===== config.mk =====
export PLATFORM = sky130hd
export DESIGN_NAME = rx_status_monitor
export DESIGN_NICKNAME = d
export VERILOG_FILES = /design/src/hw/rx_status_pkg.sv /design/src/hw/alt_pattern_detector.sv /design/src/hw/frame_phase_counter.sv /design/src/hw/rx_status_monitor.sv
export SDC_FILE = /design/constraint.sdc
export NUM_CORES = 1
export LEC_CHECK = 0
export BUFFER_PORTS_ARGS = -buffer_cell sky130_fd_sc_hd__buf_2
export CAP_MARGIN = 30
export CORE_MARGIN = 10
export CORE_UTILIZATION = 55
export CTS_BUF_LIST = sky130_fd_sc_hd__clkbuf_4 sky130_fd_sc_hd__clkbuf_8
export CTS_CLUSTER_SIZE = 10
export DETAILED_ROUTE_END_ITERATION = 8
export HOLD_SLACK_MARGIN = 0.03
export PLACE_DENSITY = 0.78
export SETUP_SLACK_MARGIN = 0.15
export SYNTH_ARGS = -nofsm -noshare
export SYNTH_HDL_FRONTEND = slang
export SYNTH_SLANG_ARGS = --single-unit

===== constraint.sdc =====
create_clock -name ref_clk_i -period 6.89 [get_ports ref_clk_i]
set_input_delay 1.378 -clock ref_clk_i [delete_from_list [all_inputs] [get_ports ref_clk_i]]
set_output_delay 1.378 -clock ref_clk_i [all_outputs]
set_load 0.02 [all_outputs]

===== src/hw/rx_status_pkg.sv =====
// receive status monitor: shared constants, register map and types
// assumes a 10 MHz system clock and a level input for the dejitter FIFO
package rx_status_pkg;

	// ------------------------------------------------------------
	// clock and timing
	// ------------------------------------------------------------
	localparam int unsigned CLK_PERIOD_NS = 100;
	localparam int unsigned LOS_TIME_NS = 1000000; // 1 msec
	// least time, rounded up to whole cycles
	localparam int unsigned LOS_CYCLES =
		(LOS_TIME_NS + CLK_PERIOD_NS - 1) / CLK_PERIOD_NS;
	localparam int unsigned LOS_CNT_W = 14;

	// ------------------------------------------------------------
	// register map, status page
	// ------------------------------------------------------------
	localparam logic [7:0] STATUS_PAGE = 8'h03;
	localparam logic [4:0] OFS_SLIP_PATTERN_PHASE_HIGH = 5'h15;
	localparam logic [4:0] OFS_FRAME_PHASE_LOW = 5'h16;
	localparam logic [4:0] OFS_DEJITTER_FIFO_STATUS = 5'h17;
	localparam logic [4:0] OFS_LINE_LOOP_STATUS = 5'h18;
	localparam logic [7:0] READ_DATA_RESET = 8'h00;

	// ------------------------------------------------------------
	// field positions
	// ------------------------------------------------------------
	localparam int unsigned BIT_SLIP_TOGGLE = 7;
	localparam int unsigned BIT_SLIP_DIRECTION = 6;
	localparam int unsigned BIT_ALT_PATTERN = 5;
	localparam int unsigned BIT_CONSEC_ERR = 4;
	localparam int unsigned BIT_CLOCK_SLOW = 7;
	localparam int unsigned BIT_CLOCK_FAST = 6;
	localparam int unsigned BIT_FIFO_EMPTY = 5;
	localparam int unsigned BIT_FIFO_FOUR_USED = 4;
	localparam int unsigned BIT_FIFO_HALF = 3;
	localparam int unsigned BIT_FIFO_FOUR_FREE = 2;
	localparam int unsigned BIT_FIFO_FULL = 1;
	localparam int unsigned BIT_HEAVY_ATTEN = 7;
	localparam int unsigned BIT_MODERATE_ATTEN = 6;
	localparam int unsigned BIT_LIGHT_ATTEN = 5;
	localparam int unsigned BIT_SIGNAL_LOST = 4;

	// ------------------------------------------------------------
	// dejitter FIFO geometry and thresholds
	// ------------------------------------------------------------
	localparam int unsigned FIFO_DEPTH = 32;
	localparam int unsigned FIFO_LVL_W = 6;
	localparam logic [5:0] FIFO_FOUR_USED = 6'h04;
	localparam logic [5:0] FIFO_HALF = 6'h10;
	localparam logic [5:0] FIFO_FOUR_FREE = 6'h1C;
	localparam logic [5:0] FIFO_FULL = 6'h20;

	// ------------------------------------------------------------
	// phase counter and alternating pattern detector
	// ------------------------------------------------------------
	localparam int unsigned PHASE_W = 12;
	localparam logic [11:0] PHASE_RESET = 12'h000;
	localparam logic [9:0] ALT_WINDOW_BITS = 10'h200; // 512 bits
	localparam logic [3:0] ALT_ERR_LIMIT = 4'h4;

	typedef enum logic [1:0] {
		ALT_HUNT = 2'b00,
		ALT_LOCK = 2'b01
	} alt_state_t;

endpackage


===== src/hw/alt_pattern_detector.sv =====
// alternating 1010 pattern detector on the recovered line bits
// assumes line bits arrive with a one-cycle strobe on ref_clk_i
`timescale 1ns/1ps
module alt_pattern_detector (
	// clock and reset
	input wire logic ref_clk_i,
	input wire logic reset_i,
	// recovered line data
	input wire logic line_bit_i,
	input wire logic line_bit_valid_i,
	// result
	output logic alternating_pattern_seen_o
);

	rx_status_pkg::alt_state_t state_q, state_d;
	logic expect_q;
	logic [9:0] bit_cnt_q;
	logic [3:0] err_cnt_q;
	logic window_end, mismatch, window_ok;
	logic [4:0] err_sum;

	// ------------------------------------------------------------
	// window decode
	// ------------------------------------------------------------
	// expected bit keeps toggling, so one flipped bit is one mismatch
	assign mismatch = line_bit_i != expect_q;
	assign window_end = line_bit_valid_i &&
		(bit_cnt_q == rx_status_pkg::ALT_WINDOW_BITS - 10'h001);
	// a few errors per window still pass, covering 1e-3
	// sum one bit wider, so a saturated count cannot wrap into a pass
	assign err_sum = {1'b0, err_cnt_q} + {4'h0, mismatch};
	assign window_ok = err_sum <= {1'b0, rx_status_pkg::ALT_ERR_LIMIT};

	// state decision at each 512 bit window end
	always_comb begin
		state_d = state_q;
		case (state_q)
			rx_status_pkg::ALT_HUNT: begin
				if (window_end && window_ok)
					state_d = rx_status_pkg::ALT_LOCK;
			end
			rx_status_pkg::ALT_LOCK: begin
				if (window_end && !window_ok)
					state_d = rx_status_pkg::ALT_HUNT;
			end
			default: state_d = rx_status_pkg::ALT_HUNT;
		endcase
	end

	// window counters and phase tracking
	always_ff @(posedge ref_clk_i or posedge reset_i) begin
		if (reset_i) begin
			state_q <= rx_status_pkg::ALT_HUNT;
			expect_q <= 1'b0;
			bit_cnt_q <= 10'h000;
			err_cnt_q <= 4'h0;
		end else if (line_bit_valid_i) begin
			state_q <= state_d;
			// resync on a failed window: next bit expected inverted
			expect_q <= (window_end && !window_ok) ? ~line_bit_i : ~expect_q;
			bit_cnt_q <= window_end ? 10'h000 : bit_cnt_q + 10'h001;
			err_cnt_q <= window_end ? 4'h0 :
				(err_cnt_q == 4'hF ? err_cnt_q : err_cnt_q + {3'h0, mismatch});
		end
	end

	assign alternating_pattern_seen_o = state_q == rx_status_pkg::ALT_LOCK;

	a_alt_hunt_low: assert property (@(posedge ref_clk_i) disable iff (reset_i)
		window_end && !window_ok |=> !alternating_pattern_seen_o)
		else $error("pattern flag held after a failed window");

endmodule


===== src/hw/frame_phase_counter.sv =====
// eighth-bit phase counter between backplane and receive frame pulses
// assumes eighth_bit_tick_i comes from a phase generator on ref_clk_i
`timescale 1ns/1ps
module frame_phase_counter (
	// clock and reset
	input wire logic ref_clk_i,
	input wire logic reset_i,
	// timing strobes
	input wire logic backplane_frame_pulse_i,
	input wire logic receive_frame_pulse_i,
	input wire logic eighth_bit_tick_i,
	// measured phase
	output logic [11:0] frame_phase_count_o
);

	logic [11:0] count_q;
	logic [11:0] count_now;

	// ------------------------------------------------------------
	// counting
	// ------------------------------------------------------------
	// tick landing on the same cycle as the receive pulse is counted, halving error
	assign count_now = count_q + {11'h000, eighth_bit_tick_i};

	// count from backplane pulse, latch all 12 bits at receive pulse
	always_ff @(posedge ref_clk_i or posedge reset_i) begin
		if (reset_i) begin
			count_q <= rx_status_pkg::PHASE_RESET;
			frame_phase_count_o <= rx_status_pkg::PHASE_RESET;
		end else begin
			count_q <= backplane_frame_pulse_i ? 12'h000 : count_now;
			if (receive_frame_pulse_i)
				frame_phase_count_o <= count_now;
		end
	end

	a_phase_latch: assert property (@(posedge ref_clk_i) disable iff (reset_i)
		receive_frame_pulse_i && !backplane_frame_pulse_i |=>
		frame_phase_count_o == $past(count_now))
		else $error("phase count not latched at receive frame pulse");

endmodule


===== src/hw/rx_status_monitor.sv =====
// receive status monitor: slip, pattern, alignment, phase, dejitter and
// line loop status, read through the paged status registers
// assumes event strobes and FIFO level come from logic on ref_clk_i;
// analogue comparator levels arrive asynchronously from the line front end
`timescale 1ns/1ps
module rx_status_monitor #(
	parameter int unsigned LOS_CYCLES = rx_status_pkg::LOS_CYCLES
) (
	// clock and reset
	input wire logic ref_clk_i,
	input wire logic reset_i,
	// register access
	input wire logic cs_i,
	input wire logic rw_i,
	input wire logic [7:0] page_i,
	input wire logic [4:0] addr_i,
	output logic [7:0] rd_data_o,
	// elastic buffer slips
	input wire logic slip_event_i,
	input wire logic slip_repeat_i,
	// recovered line data
	input wire logic line_bit_i,
	input wire logic line_bit_valid_i,
	// frame alignment word checks
	input wire logic fas_valid_i,
	input wire logic fas_error_i,
	// frame timing
	input wire logic backplane_frame_pulse_i,
	input wire logic receive_frame_pulse_i,
	input wire logic eighth_bit_tick_i,
	// dejitter unit
	input wire logic dejitter_clock_slow_i,
	input wire logic dejitter_clock_fast_i,
	input wire logic [5:0] dejitter_fifo_level_i,
	// analogue front end comparators
	input wire logic heavy_attenuation_i,
	input wire logic moderate_attenuation_i,
	input wire logic light_attenuation_i,
	input wire logic amplitude_low_i
);

	// ------------------------------------------------------------
	// declarations
	// ------------------------------------------------------------
	logic slip_toggle_q;
	logic slip_direction_q;
	logic last_fas_err_q;
	logic consecutive_alignment_errors_q;
	logic alternating_pattern_seen;
	logic [11:0] frame_phase_count;
	logic [11:0] phase_shadow_q;
	logic [4:0] fifo_flags_q;
	logic [1:0] dejitter_clk_q;
	logic [3:0] analog_meta_q;
	logic [3:0] analog_sync_q;
	logic [13:0] los_cnt_q;
	logic analogue_signal_lost_q;
	logic heavy_s, moderate_s, light_s, amp_low_s;
	logic rd_strobe, wr_strobe, page_hit;
	logic sel_high, sel_low, sel_fifo, sel_loop;
	logic [7:0] high_word, low_word, fifo_word, loop_word, rd_mux;
	logic [4:0] fifo_flags_d;
	logic los_expired;

	// ------------------------------------------------------------
	// FIFO threshold decode
	// ------------------------------------------------------------
	// returns {full, four_free, half, four_used, empty}
	function automatic logic [4:0] fifo_flags(input logic [5:0] level);
		logic [4:0] f;
		f = 5'h00;
		f[0] = level == 6'h00;
		f[1] = level >= rx_status_pkg::FIFO_FOUR_USED;
		f[2] = level >= rx_status_pkg::FIFO_HALF;
		f[3] = level >= rx_status_pkg::FIFO_FOUR_FREE;
		f[4] = level >= rx_status_pkg::FIFO_FULL;
		return f;
	endfunction

	assign fifo_flags_d = fifo_flags(dejitter_fifo_level_i);

	// ------------------------------------------------------------
	// submodules
	// ------------------------------------------------------------
	// alternating pattern hunt over 512 bit windows
	alt_pattern_detector u_alt (
		.ref_clk_i(ref_clk_i),
		.reset_i(reset_i),
		.line_bit_i(line_bit_i),
		.line_bit_valid_i(line_bit_valid_i),
		.alternating_pattern_seen_o(alternating_pattern_seen)
	);

	// frame phase measurement
	frame_phase_counter u_phase (
		.ref_clk_i(ref_clk_i),
		.reset_i(reset_i),
		.backplane_frame_pulse_i(backplane_frame_pulse_i),
		.receive_frame_pulse_i(receive_frame_pulse_i),
		.eighth_bit_tick_i(eighth_bit_tick_i),
		.frame_phase_count_o(frame_phase_count)
	);

	// ------------------------------------------------------------
	// slip tracking
	// ------------------------------------------------------------
	// toggle on every slip, direction only moves on a slip
	always_ff @(posedge ref_clk_i or posedge reset_i) begin
		if (reset_i) begin
			slip_toggle_q <= 1'b0;
			slip_direction_q <= 1'b0;
		end else if (slip_event_i) begin
			slip_toggle_q <= ~slip_toggle_q;
			slip_direction_q <= slip_repeat_i;
		end
	end

	// ------------------------------------------------------------
	// frame alignment word history
	// ------------------------------------------------------------
	// flag is the AND of the last two checked words
	always_ff @(posedge ref_clk_i or posedge reset_i) begin
		if (reset_i) begin
			last_fas_err_q <= 1'b0;
			consecutive_alignment_errors_q <= 1'b0;
		end else if (fas_valid_i) begin
			last_fas_err_q <= fas_error_i;
			consecutive_alignment_errors_q <=
				fas_error_i && last_fas_err_q;
		end
	end

	// ------------------------------------------------------------
	// dejitter unit status
	// ------------------------------------------------------------
	// same-clock levels, registered once for a clean read
	always_ff @(posedge ref_clk_i or posedge reset_i) begin
		if (reset_i) begin
			fifo_flags_q <= 5'h01;
			dejitter_clk_q <= 2'b00;
		end else begin
			fifo_flags_q <= fifo_flags_d;
			dejitter_clk_q <= {dejitter_clock_slow_i,
				dejitter_clock_fast_i};
		end
	end

	// ------------------------------------------------------------
	// analogue comparator synchronisers
	// ------------------------------------------------------------
	// two flops per asynchronous comparator level
	always_ff @(posedge ref_clk_i or posedge reset_i) begin
		if (reset_i) begin
			analog_meta_q <= 4'h0;
			analog_sync_q <= 4'h0;
		end else begin
			analog_meta_q <= {heavy_attenuation_i, moderate_attenuation_i,
				light_attenuation_i, amplitude_low_i};
			analog_sync_q <= analog_meta_q;
		end
	end

	assign heavy_s = analog_sync_q[3];
	assign moderate_s = analog_sync_q[2];
	assign light_s = analog_sync_q[1];
	assign amp_low_s = analog_sync_q[0];

	// ------------------------------------------------------------
	// analogue loss of signal timer
	// ------------------------------------------------------------
	assign los_expired = los_cnt_q >= LOS_CYCLES[13:0] - 14'h0001;

	// count while amplitude is low, set once 1 msec has passed
	always_ff @(posedge ref_clk_i or posedge reset_i) begin
		if (reset_i) begin
			los_cnt_q <= 14'h0000;
			analogue_signal_lost_q <= 1'b0;
		end else if (!amp_low_s) begin
			los_cnt_q <= 14'h0000;
			analogue_signal_lost_q <= 1'b0;
		end else begin
			if (!los_expired)
				los_cnt_q <= los_cnt_q + 14'h0001;
			if (los_expired)
				analogue_signal_lost_q <= 1'b1;
		end
	end

	// ------------------------------------------------------------
	// register decode
	// ------------------------------------------------------------
	// reads only; writes decode but change nothing
	assign rd_strobe = cs_i && rw_i;
	assign wr_strobe = cs_i && !rw_i;
	assign page_hit = page_i == rx_status_pkg::STATUS_PAGE;
	assign sel_high = page_hit &&
		addr_i == rx_status_pkg::OFS_SLIP_PATTERN_PHASE_HIGH;
	assign sel_low = page_hit &&
		addr_i == rx_status_pkg::OFS_FRAME_PHASE_LOW;
	assign sel_fifo = page_hit &&
		addr_i == rx_status_pkg::OFS_DEJITTER_FIFO_STATUS;
	assign sel_loop = page_hit &&
		addr_i == rx_status_pkg::OFS_LINE_LOOP_STATUS;

	// register words, unused bits tied to zero
	assign high_word = {slip_toggle_q, slip_direction_q,
		alternating_pattern_seen, consecutive_alignment_errors_q,
		frame_phase_count[11:8]};
	assign low_word = phase_shadow_q[7:0];
	assign fifo_word = {dejitter_clk_q, fifo_flags_q[0], fifo_flags_q[1],
		fifo_flags_q[2], fifo_flags_q[3], fifo_flags_q[4], 1'b0};
	assign loop_word = {heavy_s, moderate_s, light_s,
		analogue_signal_lost_q, 4'h0};

	// read multiplexer, unmapped addresses read zero
	assign rd_mux = sel_high ? high_word :
		sel_low ? low_word :
		sel_fifo ? fifo_word :
		sel_loop ? loop_word : 8'h00;

	// ------------------------------------------------------------
	// read data and phase shadow
	// ------------------------------------------------------------
	// upper read freezes the full count for the lower read
	always_ff @(posedge ref_clk_i or posedge reset_i) begin
		if (reset_i) begin
			rd_data_o <= rx_status_pkg::READ_DATA_RESET;
			phase_shadow_q <= rx_status_pkg::PHASE_RESET;
		end else begin
			if (rd_strobe)
				rd_data_o <= rd_mux;
			if (rd_strobe && sel_high)
				phase_shadow_q <= frame_phase_count;
		end
	end

	// ------------------------------------------------------------
	// checks
	// ------------------------------------------------------------
	a_slip_toggle_flip: assert property (@(posedge ref_clk_i)
		disable iff (reset_i)
		slip_event_i |=> slip_toggle_q != $past(slip_toggle_q))
		else $error("slip toggle did not change on a slip");

	a_slip_dir_set: assert property (@(posedge ref_clk_i)
		disable iff (reset_i)
		slip_event_i && slip_repeat_i |=> slip_direction_q)
		else $error("repeated frame slip did not set direction");

	a_slip_dir_hold: assert property (@(posedge ref_clk_i)
		disable iff (reset_i)
		!slip_event_i |=> $stable(slip_direction_q) &&
		$stable(slip_toggle_q))
		else $error("slip status moved without a slip");

	a_consec_err_set: assert property (@(posedge ref_clk_i)
		disable iff (reset_i)
		fas_valid_i && fas_error_i && last_fas_err_q |=>
		consecutive_alignment_errors_q)
		else $error("two errored alignment words did not set flag");

	a_consec_err_clr: assert property (@(posedge ref_clk_i)
		disable iff (reset_i)
		fas_valid_i && !fas_error_i |=> !consecutive_alignment_errors_q)
		else $error("clean alignment word did not clear flag");

	a_clock_slow: assert property (@(posedge ref_clk_i)
		disable iff (reset_i)
		##1 dejitter_clk_q[1] == $past(dejitter_clock_slow_i))
		else $error("clock slow bit does not follow the unit");

	a_clock_fast: assert property (@(posedge ref_clk_i)
		disable iff (reset_i)
		##1 dejitter_clk_q[0] == $past(dejitter_clock_fast_i))
		else $error("clock fast bit does not follow the unit");

	a_fifo_empty: assert property (@(posedge ref_clk_i)
		disable iff (reset_i)
		dejitter_fifo_level_i == 6'h00 |=> fifo_flags_q[0])
		else $error("empty flag missing at zero level");

	a_fifo_full: assert property (@(posedge ref_clk_i)
		disable iff (reset_i)
		dejitter_fifo_level_i == 6'h1F |=> !fifo_flags_q[4])
		else $error("full flag set one short of full");

	a_fifo_four_used: assert property (@(posedge ref_clk_i)
		disable iff (reset_i)
		dejitter_fifo_level_i == 6'h03 |=> !fifo_flags_q[1])
		else $error("four used flag set at three entries");

	a_fifo_half: assert property (@(posedge ref_clk_i)
		disable iff (reset_i)
		dejitter_fifo_level_i == 6'h10 |=> fifo_flags_q[2])
		else $error("half flag missing at midpoint");

	a_fifo_four_free: assert property (@(posedge ref_clk_i)
		disable iff (reset_i)
		dejitter_fifo_level_i == 6'h1B |=> !fifo_flags_q[3])
		else $error("four free flag set with five vacant");

	a_atten_heavy: assert property (@(posedge ref_clk_i)
		disable iff (reset_i)
		heavy_attenuation_i [*3] |-> heavy_s)
		else $error("heavy attenuation not seen after sync");

	a_los_clear: assert property (@(posedge ref_clk_i)
		disable iff (reset_i)
		!amp_low_s |=> !analogue_signal_lost_q)
		else $error("signal lost flag held with amplitude normal");

	a_los_wait: assert property (@(posedge ref_clk_i)
		disable iff (reset_i)
		$rose(analogue_signal_lost_q) |->
		los_cnt_q == LOS_CYCLES[13:0] - 14'h0001)
		else $error("signal lost flag set before the timer ran out");

	a_write_ignored: assert property (@(posedge ref_clk_i)
		disable iff (reset_i)
		wr_strobe |=> $stable(rd_data_o) && $stable(phase_shadow_q))
		else $error("write changed read data");

	a_phase_coherent: assert property (@(posedge ref_clk_i)
		disable iff (reset_i)
		rd_strobe && sel_high |=> phase_shadow_q == $past(frame_phase_count)
		&& rd_data_o[3:0] == phase_shadow_q[11:8])
		else $error("phase halves not captured together");

endmodule


# After elaboration in Yosys (flattened, before gate mapping)
# Index checks and enable logic that the tools add are counted.
[totals]
regBits = 91
inputBits = 38
out_inout_bits = 8
wordCells = 77
[classes]
add_sub_neg = 5
n_lt_le_gt_ge = 6
n_eq_ne = 14
n_mux = 16
bitwise_logic = 3
reduce_logical = 15
[ops]
columns = ["op", "count"]
rows = [
  ["$mux 8", 4],
  ["$mux 14", 2],
  ["$eq 5x5->1 const B", 4],
  ["$add 14x1->14 const B", 1],
  ["$ge 14x14->1 const B", 1],
  ["$add 12x1->12", 1],
  ["$ge 6x5->1 const B", 2],
  ["$mux 12", 1],
  ["$add 10x1->10 const B", 1],
  ["$eq 10x9->1 const B", 1],
  ["$logic_and 1x1->1", 10],
  ["$mux 10", 1],
  ["$eq 8x2->1 const B", 1],
  ["$mux 4", 2],
  ["$ne 2x1->1 const B", 4],
  ["$ge 6x3->1 const B", 1],
  ["$ge 6x6->1 const B", 1],
  ["$logic_not 6->1", 1],
  ["$add 4x1->5", 1],
  ["$le 5x3->1 const B", 1],
  ["$add 4x1->4", 1],
  ["$eq 4x4->1 const B", 1],
  ["$mux 2", 2],
  ["$pmux 2 s2", 1],
  ["9 further kinds", 13],
]

# Depth between registers and ports, before layout
# Gate-level depths: netlist (run 1).
[logic_depth]
depth_word = 7
ltp_mapped = 8
depth_no_buf = 8

# Cells and area by module
# A second synthesis (run 1) with hierarchy kept.
[unflattened]
hier_cells = 380
hier_area_um2 = 4121.5
[modules_own_cells]
columns = ["module", "n_inst", "cells_each", "area_per_inst_um2", "seq_area_each_um2"]
rows = [
  ["rx_status_monitor", 1, 197, 2210.9, 1252.5],
  ["frame_phase_counter", 1, 98, 1061.0, 600.6],
  ["alt_pattern_detector", 1, 85, 849.6, 400.4],
]

# Least setup slack after synthesis (run 1)
# Ideal clock, no wire load.
[synth_timing]
path_kind = "input to register"
start = "in line_bit_i"
end = "reg u_alt.expect_q"
setup_time_ns = 0.125
t_arrival_ns = 2.711
required_ns = 6.765
slack_ns = 4.054
path_stages = 8
path_buffers = 0
path_cell_list = "xor2_1 ha_1 ha_1 xor2_1 nor2_1 a211oi_2 mux2i_1 mux2_4"
[synth_via]
elab_chain_cells = 6
elab_cells_between_ends = 7
classes_between = "1 x add/sub; 1 x order compare; 1 x eq/ne; 1 x mux; 1 x bitwise; 2 x reduce/logical"
[synth_lines]
columns = ["item", "line_no", "rtl"]
rows = [
  ["from (decl)", "rx_status_monitor.sv:22", "input wire logic line_bit_i,"],
  ["$ne 1x1->1", "alt_pattern_detector.sv:26", "assign mismatch = line_bit_i != expect_q;"],
  ["$add 4x1->5", "alt_pattern_detector.sv:31", "assign err_sum = {1'b0, err_cnt_q} + {4'h0, mismatch};"],
  ["$le 5x3->1", "alt_pattern_detector.sv:32", "assign window_ok = err_sum <= {1'b0, rx_status_pkg::ALT_ERR_LIMIT};"],
  ["$logic_not 1->1", "alt_pattern_detector.sv:60", "expect_q <= (window_end && !window_ok) ? ~line_bit_i : ~expect_q;"],
  ["$logic_and 1x1->1", "alt_pattern_detector.sv:60", ""],
  ["$mux 1 (*)", "alt_pattern_detector.sv:60", ""],
  ["to (signal assigned)", "alt_pattern_detector.sv:60", ""],
  ["to (decl)", "alt_pattern_detector.sv:16", "logic expect_q;"],
]
# Mark *: on every way between the ends. The rest lies on a longest branch, timed or not.
# A chain may end at the register's enable or synchronous reset.

# Worst setup path in the final report (run 1)
[layout_timing]
start = "in page_i[3]"
end = "reg phase_shadow_q[5]"
[layout_via]
elab_chain_cells = 3
[layout_lines]
columns = ["item", "line_no", "rtl"]
rows = [
  ["from (decl)", "rx_status_monitor.sv:15", "input wire logic [7:0] page_i,"],
  ["$eq 8x2->1", "rx_status_monitor.sv:195", "assign page_hit = page_i == rx_status_pkg::STATUS_PAGE;"],
  ["$logic_and 1x1->1", "rx_status_monitor.sv:196", "assign sel_high = page_hit &&"],
  ["$logic_and 1x1->1", "rx_status_monitor.sv:232", "if (rd_strobe && sel_high)"],
  ["to (signal assigned)", "rx_status_monitor.sv:228", "phase_shadow_q <= rx_status_pkg::PHASE_RESET;"],
  ["to (signal assigned)", "rx_status_monitor.sv:233", "phase_shadow_q <= frame_phase_count;"],
  ["to (decl)", "rx_status_monitor.sv:51", "logic [11:0] phase_shadow_q;"],
]
# Every way passes these cells.

==> key figures, run 1 <==
Yosys
  • Post-synth top flop: dfrtp_1
  • Post-synth top area share: 56.7%
  • YS warnings: 0
  • EDFF count, synth: 0
  • Async SR Flop Fraction: 100%
  • Area contributors post-synth: dfrtp_1 (57%), mux2_2 (3.4%), nor2_1 (3.3%), xor2_1 (3.1%), xnor2_1 (2.9%)
  • Synth Instances: 355
  • Post-synthesis sequential area ratio: 57.4%
  • Post-synthesis register bit count: 90
  • Synth area leader: dfrtp_1
  • Synth unique cells: 45
  • Mapped Area: 3930 µm²
  • Syn_area_per_cell: 11.1 µm²
  • Syn Nets: 399

Placement
  • Placed cell count: 489
  • Buffers on Ports: 45
  • GPL Wtd Cong: 0.815
  • DPL Wire Length: 5780 µm

Critical path
  • Worst Setup End Kind: flop
  • Arrival @ worst endpoint: 3.11 ns
  • Reg-to-Reg End: u_alt.expect_q
  • FF-to-FF path depth: 8
  • Worst EP required: 7.12 ns
  • Kind of critical path: primary input to flop
  • Highest net fanout along the worst path: 8
  • Reg2reg setup slack: 4.87 ns
  • Worst reg2reg path startpoint: u_alt.expect_q
  • Worst setup SP type: primary input

Clock tree
  • Total CTS buffers: 9
  • Root Driver: clkbuf_8
  • CTS clock-pin slew for the worst setup and hold paths: 0.09 ns
  • H-tree levels: 3
  • CTS tree: done
  • Resized cells post-CTS: 0
  • Setup Buffers After CTS: 0
  • CTS max path bufs: 2
  • Clock sink count: 90
  • Hold buffers post-CTS: 0
  • Clock Latency Late Sink: 0.35 ns

Worst hold path
  • Worst hold path startpoint: analog_meta_q[0]
  • HP Class: flop to flop
  • Hold EP: analog_sync_q[0]
  • Hold path cells: 0

Floorplan
  • Total core area: 6870 µm²
  • Row cnt: 30
  • Die area: 10900 µm²
  • Initial Utilization: 57.1%
  • I/O pin total: 46
  • DIE HEIGHT: 104 µm
  • Die width: 104 µm

Timing
  • Fmax: 348 MHz
  • Layout Skew: 0.0124 ns
  • Slew headroom: 40.3%
  • Period utilization: 41.7%
  • Setup TNS: 0 ns
  • Fin. Hold Viols: 0
  • Final Slew Violations: 0
  • Unrepaired setup endpoints after global routing: no
  • Setup violators final: 0
  • Final Critical Period: 2.87 ns
  • Worst Tran Pin Value: 0.894 ns

Global routing
  • Largest net degree at the start of global routing: 59
  • Overflow after GRT: 0
  • Initial antenna violation count: 0
  • Vias in the first global route: 2876
  • First-pass GRT wire length: 13500 µm
  • Gr usage total: 15.0%

Drt
  • Routed wire per std cell: 15.8 µm
  • TritonRoute pass-1 iters: 4
  • WL final: 8000 µm
  • DRC: 0
  • Antenna Nets Post-Route: 0
  • Iter 0 DRT Violations: 107
  • Total number of vias: 2779
  • Via-per-instance ratio: 5.50

Status
  • Status: finished clean

Cells and area
  • Final Instance Count excl. Fillers: 505
  • Nets@finish: 448
  • Antenna Cells: 0
  • Area Overhead vs Synth: 13.9%
  • Layout cell share with drive strength beyond 1: 20.5%

Run
  • Maxcap violations: 0

Power and ir drop
  • Leak: 2.08 nW
  • Total power: 0.00116 W
  • Maximum vdd drop: 0.182 mV
  • PwrDens: 259 nW/µm²
synthesized netlist by cell type (all sizes together), types with 3 or more instances:
cell,number
a21boi,3
a21oi,18
a222oi,3
a22o,6
and2,8
and3,9
clkbuf,7
dfrtp,89
ha,6
inv,5
mux2,13
mux2i,5
nand2,30
nand2b,7
nand3,14
nand4,11
nor2,34
nor2b,3
nor3,5
nor4,5
o21ai,20
or3,3
xnor2,13
xor2,14
per-stage QoR:
stage               area [µm²]  hold WS, ns  util, %  worst slack, ns
floorplan                 3930        0.331        -             3.18
global placement          4250        0.332     61.8             3.64
detailed placement        4250        0.336     61.8             3.62
CTS                       4470        0.346     65.1             4.01
global route              4470        0.355     65.1             3.89
finish                    4470        0.341     65.1             4.02
cell usage in the layout, fill, tap and decap left out, types with 2 or more instances in the layout:
cell type	count
bufinv_16	2
clkbuf_8	9
nand2_1	30
and2_1	8
xnor2_1	13
inv_1	4
or4_1	2
mux2i_1	5
xor2_1	14
a222oi_1	3
nor2_1	34
o21a_1	2
buf_2	45
or3_1	3
nor3b_1	2
clkbuf_4	3
nor4_1	5
ha_1	6
o21ai_0	20
nor3_1	5
a22o_1	6
a31o_2	2
nand4_1	10
nand3_1	14
nor2b_1	3
mux2_2	12
nand2b_1	7
dfrtp_1	89
a21boi_0	3
a41oi_1	2
nand3b_1	2
and3_1	8
a21oi_1	18
layout make-up:
| type | instances | area, µm² |
|---|---|---|
| fillers | 540 | 2400 |
| flip-flops and latches | 90 | 2250 |
| multi-input cells | 252 | 1620 |
| repair buffers | 46 | 233 |
| clock buffers | 12 | 146 |
| well taps | 96 | 120 |
| clock inverters | 4 | 76.3 |
| inverters | 5 | 20.0 |
routing by layer:
layer | vias up | GRT usage (%) | part of all wire, %
met5 | - | 0 | 0
met4 | 0 | 7.06 | 1.1
met3 | 8 | 2.48 | 3.2
met2 | 57 | 23.9 | 50
met1 | 1358 | 19.5 | 45
li1 | 1356 | - | -
power by group:
part           internal [W]  switching, W
Combinational     0.0000682     0.0000698
Clock              0.000217      0.000178
Sequential         0.000575     0.0000520
cells by family (layout without fill, tap and decap cells):
kind of cell | count (synthesis) | in the layout | synth area share (%)
XOR/XNOR | 27 | 27 | 6.02
flip-flops | 90 | 90 | 57.4
adder cells (fa/ha/maj) | 6 | 6 | 1.91
AND/OR/NAND/NOR | 142 | 142 | 18.8
multiplexers | 18 | 18 | 5.10
AO/OA/AOI/OAI | 59 | 59 | 9.50
buffers and inverters | 13 | 67 | 1.28
worst max path at each step:
stage | start | end | cells past startpoint
finish | page_i[3] | phase_shadow_q[5] | 5
global placement | page_i[3] | phase_shadow_q[5] | 5
floorplan | reset_i | analog_meta_q[0] | 1
global route | rw_i | phase_shadow_q[2] | 6
detailed placement | page_i[3] | phase_shadow_q[2] | 5
CTS | page_i[3] | phase_shadow_q[6] | 5
flip-flops by register name (all words and copies together) (netlist names), 2 cells and up:
register / cells
dejitter_clk_q: 2
u_phase.count_q: 12
analog_meta_q: 4
los_cnt_q: 14
u_phase.frame_phase_count_o: 12
phase_shadow_q: 8
fifo_flags_q: 5
u_alt.bit_cnt_q: 10
u_alt.err_cnt_q: 4
analog_sync_q: 4
rd_data_o: 8
worst max-delay path, stage by stage:
cell and delay, ns:
buf_2 0.10, nor4b_1 0.39, nand4b_1 0.26, nor2_1 0.57, mux2_2 0.41
(Power assumes the default switching activity.)
==> inputs of run 2 (changes only) <==
- clock period: 6.89 -> 2.7 ns (I/O delays scaled with it)
==> run 2 against run 1 <==
Against the previous run:
- critical path depth increased by 3
- final cell count increased by 0.79%
- combinational power grew to 2.6 times the previous value
- worst hold slack worse by 0.062 ns
- wire length grew 1.2%
- utilization up 0.69 points
- global-route usage rose by 0.51 points
- via count rose by 1.5%
- count of clock-buffer cells in the layout is 1 lower
- largest cell class unchanged
==> key figures, run 2 (same netlist as run 1, synthesis figures left out) <==
Status
  • Status: finished clean

Clock tree
  • CTS max path bufs: 2
  • Clock Latency Late Sink: 0.36 ns
  • H-tree levels: 3
  • CTS clock-pin slew for the worst setup and hold paths: 0.08 ns
  • Setup Buffers After CTS: 0
  • Resized cells post-CTS: 0
  • CTS tree: done
  • Root Driver: clkbuf_8
  • Total CTS buffers: 9
  • Clock sink count: 90
  • Hold buffers post-CTS: 0

Drt
  • TritonRoute pass-1 iters: 4
  • Total number of vias: 2821
  • Routed wire per std cell: 15.9 µm
  • DRC: 0
  • WL final: 8090 µm
  • Antenna Nets Post-Route: 0
  • Via-per-instance ratio: 5.54
  • Iter 0 DRT Violations: 132

Timing
  • Unrepaired setup endpoints after global routing: no
  • Worst Tran Pin Value: 0.739 ns
  • Final Critical Period: 2.06 ns
  • Setup violators final: 0
  • Fin. Hold Viols: 0
  • Setup TNS: 0 ns
  • Final Slew Violations: 0
  • Layout Skew: 0.00739 ns
  • Fmax: 485 MHz
  • Slew headroom: 50.2%
  • Period utilization: 76.4%

Power and ir drop
  • Gate power share: 12.1%
  • Internal: 0.00221 W
  • Reg power frac: 53.3%
  • Leak: 2.10 nW
  • PwrDens: 665 nW/µm²
  • Clock Power Share: 34.6%
  • Psw: 0.000796 W
  • Maximum vdd drop: 0.448 mV
  • Switching part of the total power: 26.5%

Floorplan
  • Die width: 104 µm
  • Total core area: 6870 µm²
  • Initial Utilization: 57.1%
  • Row cnt: 30
  • Die area: 10900 µm²
  • I/O pin total: 46
  • DIE HEIGHT: 104 µm

Critical path
  • Slowest CP cell: dfrtp_1
  • Highest net fanout along the worst path: 4
  • Worst EP required: 2.95 ns
  • Worst-path cell chain: xor2_1 > ha_1 > ha_1 > xor2_1 > nor2_1 > a211oi_2 > mux2i_1 > mux2_4
  • Slowest stage delay, CP: 0.41 ns
  • Arrival @ worst endpoint: 2.31 ns
  • Worst Setup End Kind: flop
  • Worst setup SP type: flop
  • Kind of critical path: flop to flop

Cells and area
  • Largest register FFs: 14
  • Area Overhead vs Synth: 15.1%
  • Commonest non-fill, non-tap cells in the layout: dfrtp_1 (89), buf_2 (45), nor2_1 (34)
  • Layout cell share with drive strength beyond 1: 21.1%
  • Final Cell Area: 4520 µm²
  • Nets@finish: 451
  • Biggest register: los_cnt_q
  • Fillers: 535
  • Most common cell after layout, fill and taps aside: dfrtp_1
  • Largest registers: los_cnt_q: 14 flops, u_phase.count_q: 12 flops, u_phase.frame_phase_count_o: 12 flops

Placement
  • DPL Wire Length: 5840 µm
  • Buffers on Ports: 45
  • Placement Cell Area: 4290 µm²
  • GPL Wtd Cong: 0.883

Global routing
  • First-pass GRT wire length: 13900 µm
  • Overflow after GRT: 0
  • Initial antenna violation count: 1
  • Gr usage total: 15.5%
  • Largest net degree at the start of global routing: 91
  • Vias in the first global route: 2865

Run
  • Maxcap violations: 0

Worst hold path
  • HP Class: primary input to flop
==> run 2: cell count changes in the layout (fill, tap and decap cells not counted) <==
cell	change
clkinv_2	-1
diode_2	+1
buf_12	+1
clkinvlp_4	+1
clkbuf_4	-2
buf_4	+2
clkbuf_8	+1
inv_6	+1
==> run 2: path summary, 6_finish.rpt <==
check,start,to,slack [ns],cells past startpoint
max,u_alt.expect_q,u_alt.expect_q,0.64,8
min,light_attenuation_i,analog_meta_q[1],0.28,1
max reg2reg,u_alt.expect_q,u_alt.expect_q,0.64,8
min reg2reg,analog_meta_q[2],analog_sync_q[2],0.35,0
max in group asynchronous,reset_i,fifo_flags_q[0],2.02,3
min in group asynchronous,reset_i,u_phase.count_q[8],0.29,3
==> run 2: layer usage <==
layer	wire [µm]	up-vias	track usage, %
li1	-	1367	-
met1	3730	1367	20.0
met2	3870	70	24.4
met3	313	17	4.03
met4	178	0	6.16
met5	0	-	0
==> run 2: layout make-up <==
cell class | instances | area (µm²) | area share (%)
diodes | 1 | 2.50 | 0.0554
clock buffers | 11 | 145 | 3.21
clock inverters | 5 | 85.1 | 1.88
inverters | 5 | 22.5 | 0.498
multi-input cells | 252 | 1620 | 35.9
flip-flops and latches | 90 | 2250 | 49.9
well taps | 96 | 120 | 2.66
repair buffers | 49 | 268 | 5.93
==> run 2: stage by stage <==
step	hold WS, ns	power (W)	util, %	setup slack (ns)	instances
after detailed placement	0.335	0.00198	62.4	0.434	492
after floorplan	0.331	0.00186	-	0.702	355
after global placement	0.332	0.00196	62.4	0.535	492
after CTS	0.274	0.00301	65.7	0.662	508
final	0.279	0.00300	65.8	0.638	509
after global routing	0.258	0.00315	65.8	0.468	509
==> run 2: power by group through the flow <==
stage / logic [W] / clock network [W] / registers, W
CTS: 0.000365 / 0.00105 / 0.00160
finish: 0.000364 / 0.00104 / 0.00160
global placement: 0.000344 / 0 / 0.00161
floorplan: 0.000284 / 0 / 0.00158
detailed placement: 0.000364 / 0 / 0.00162
global route: 0.000415 / 0.00112 / 0.00162
==> run 2: worst max-delay path: cells and delay by family, from the launching register on <==
family	cells	cell delay (ns)
adder cells (fa/ha/maj)	2	0.49
flip-flops	1	0.41
multiplexers	2	0.37
XOR/XNOR	2	0.35
AO/OA/AOI/OAI	1	0.26
AND/OR/NAND/NOR	1	0.07
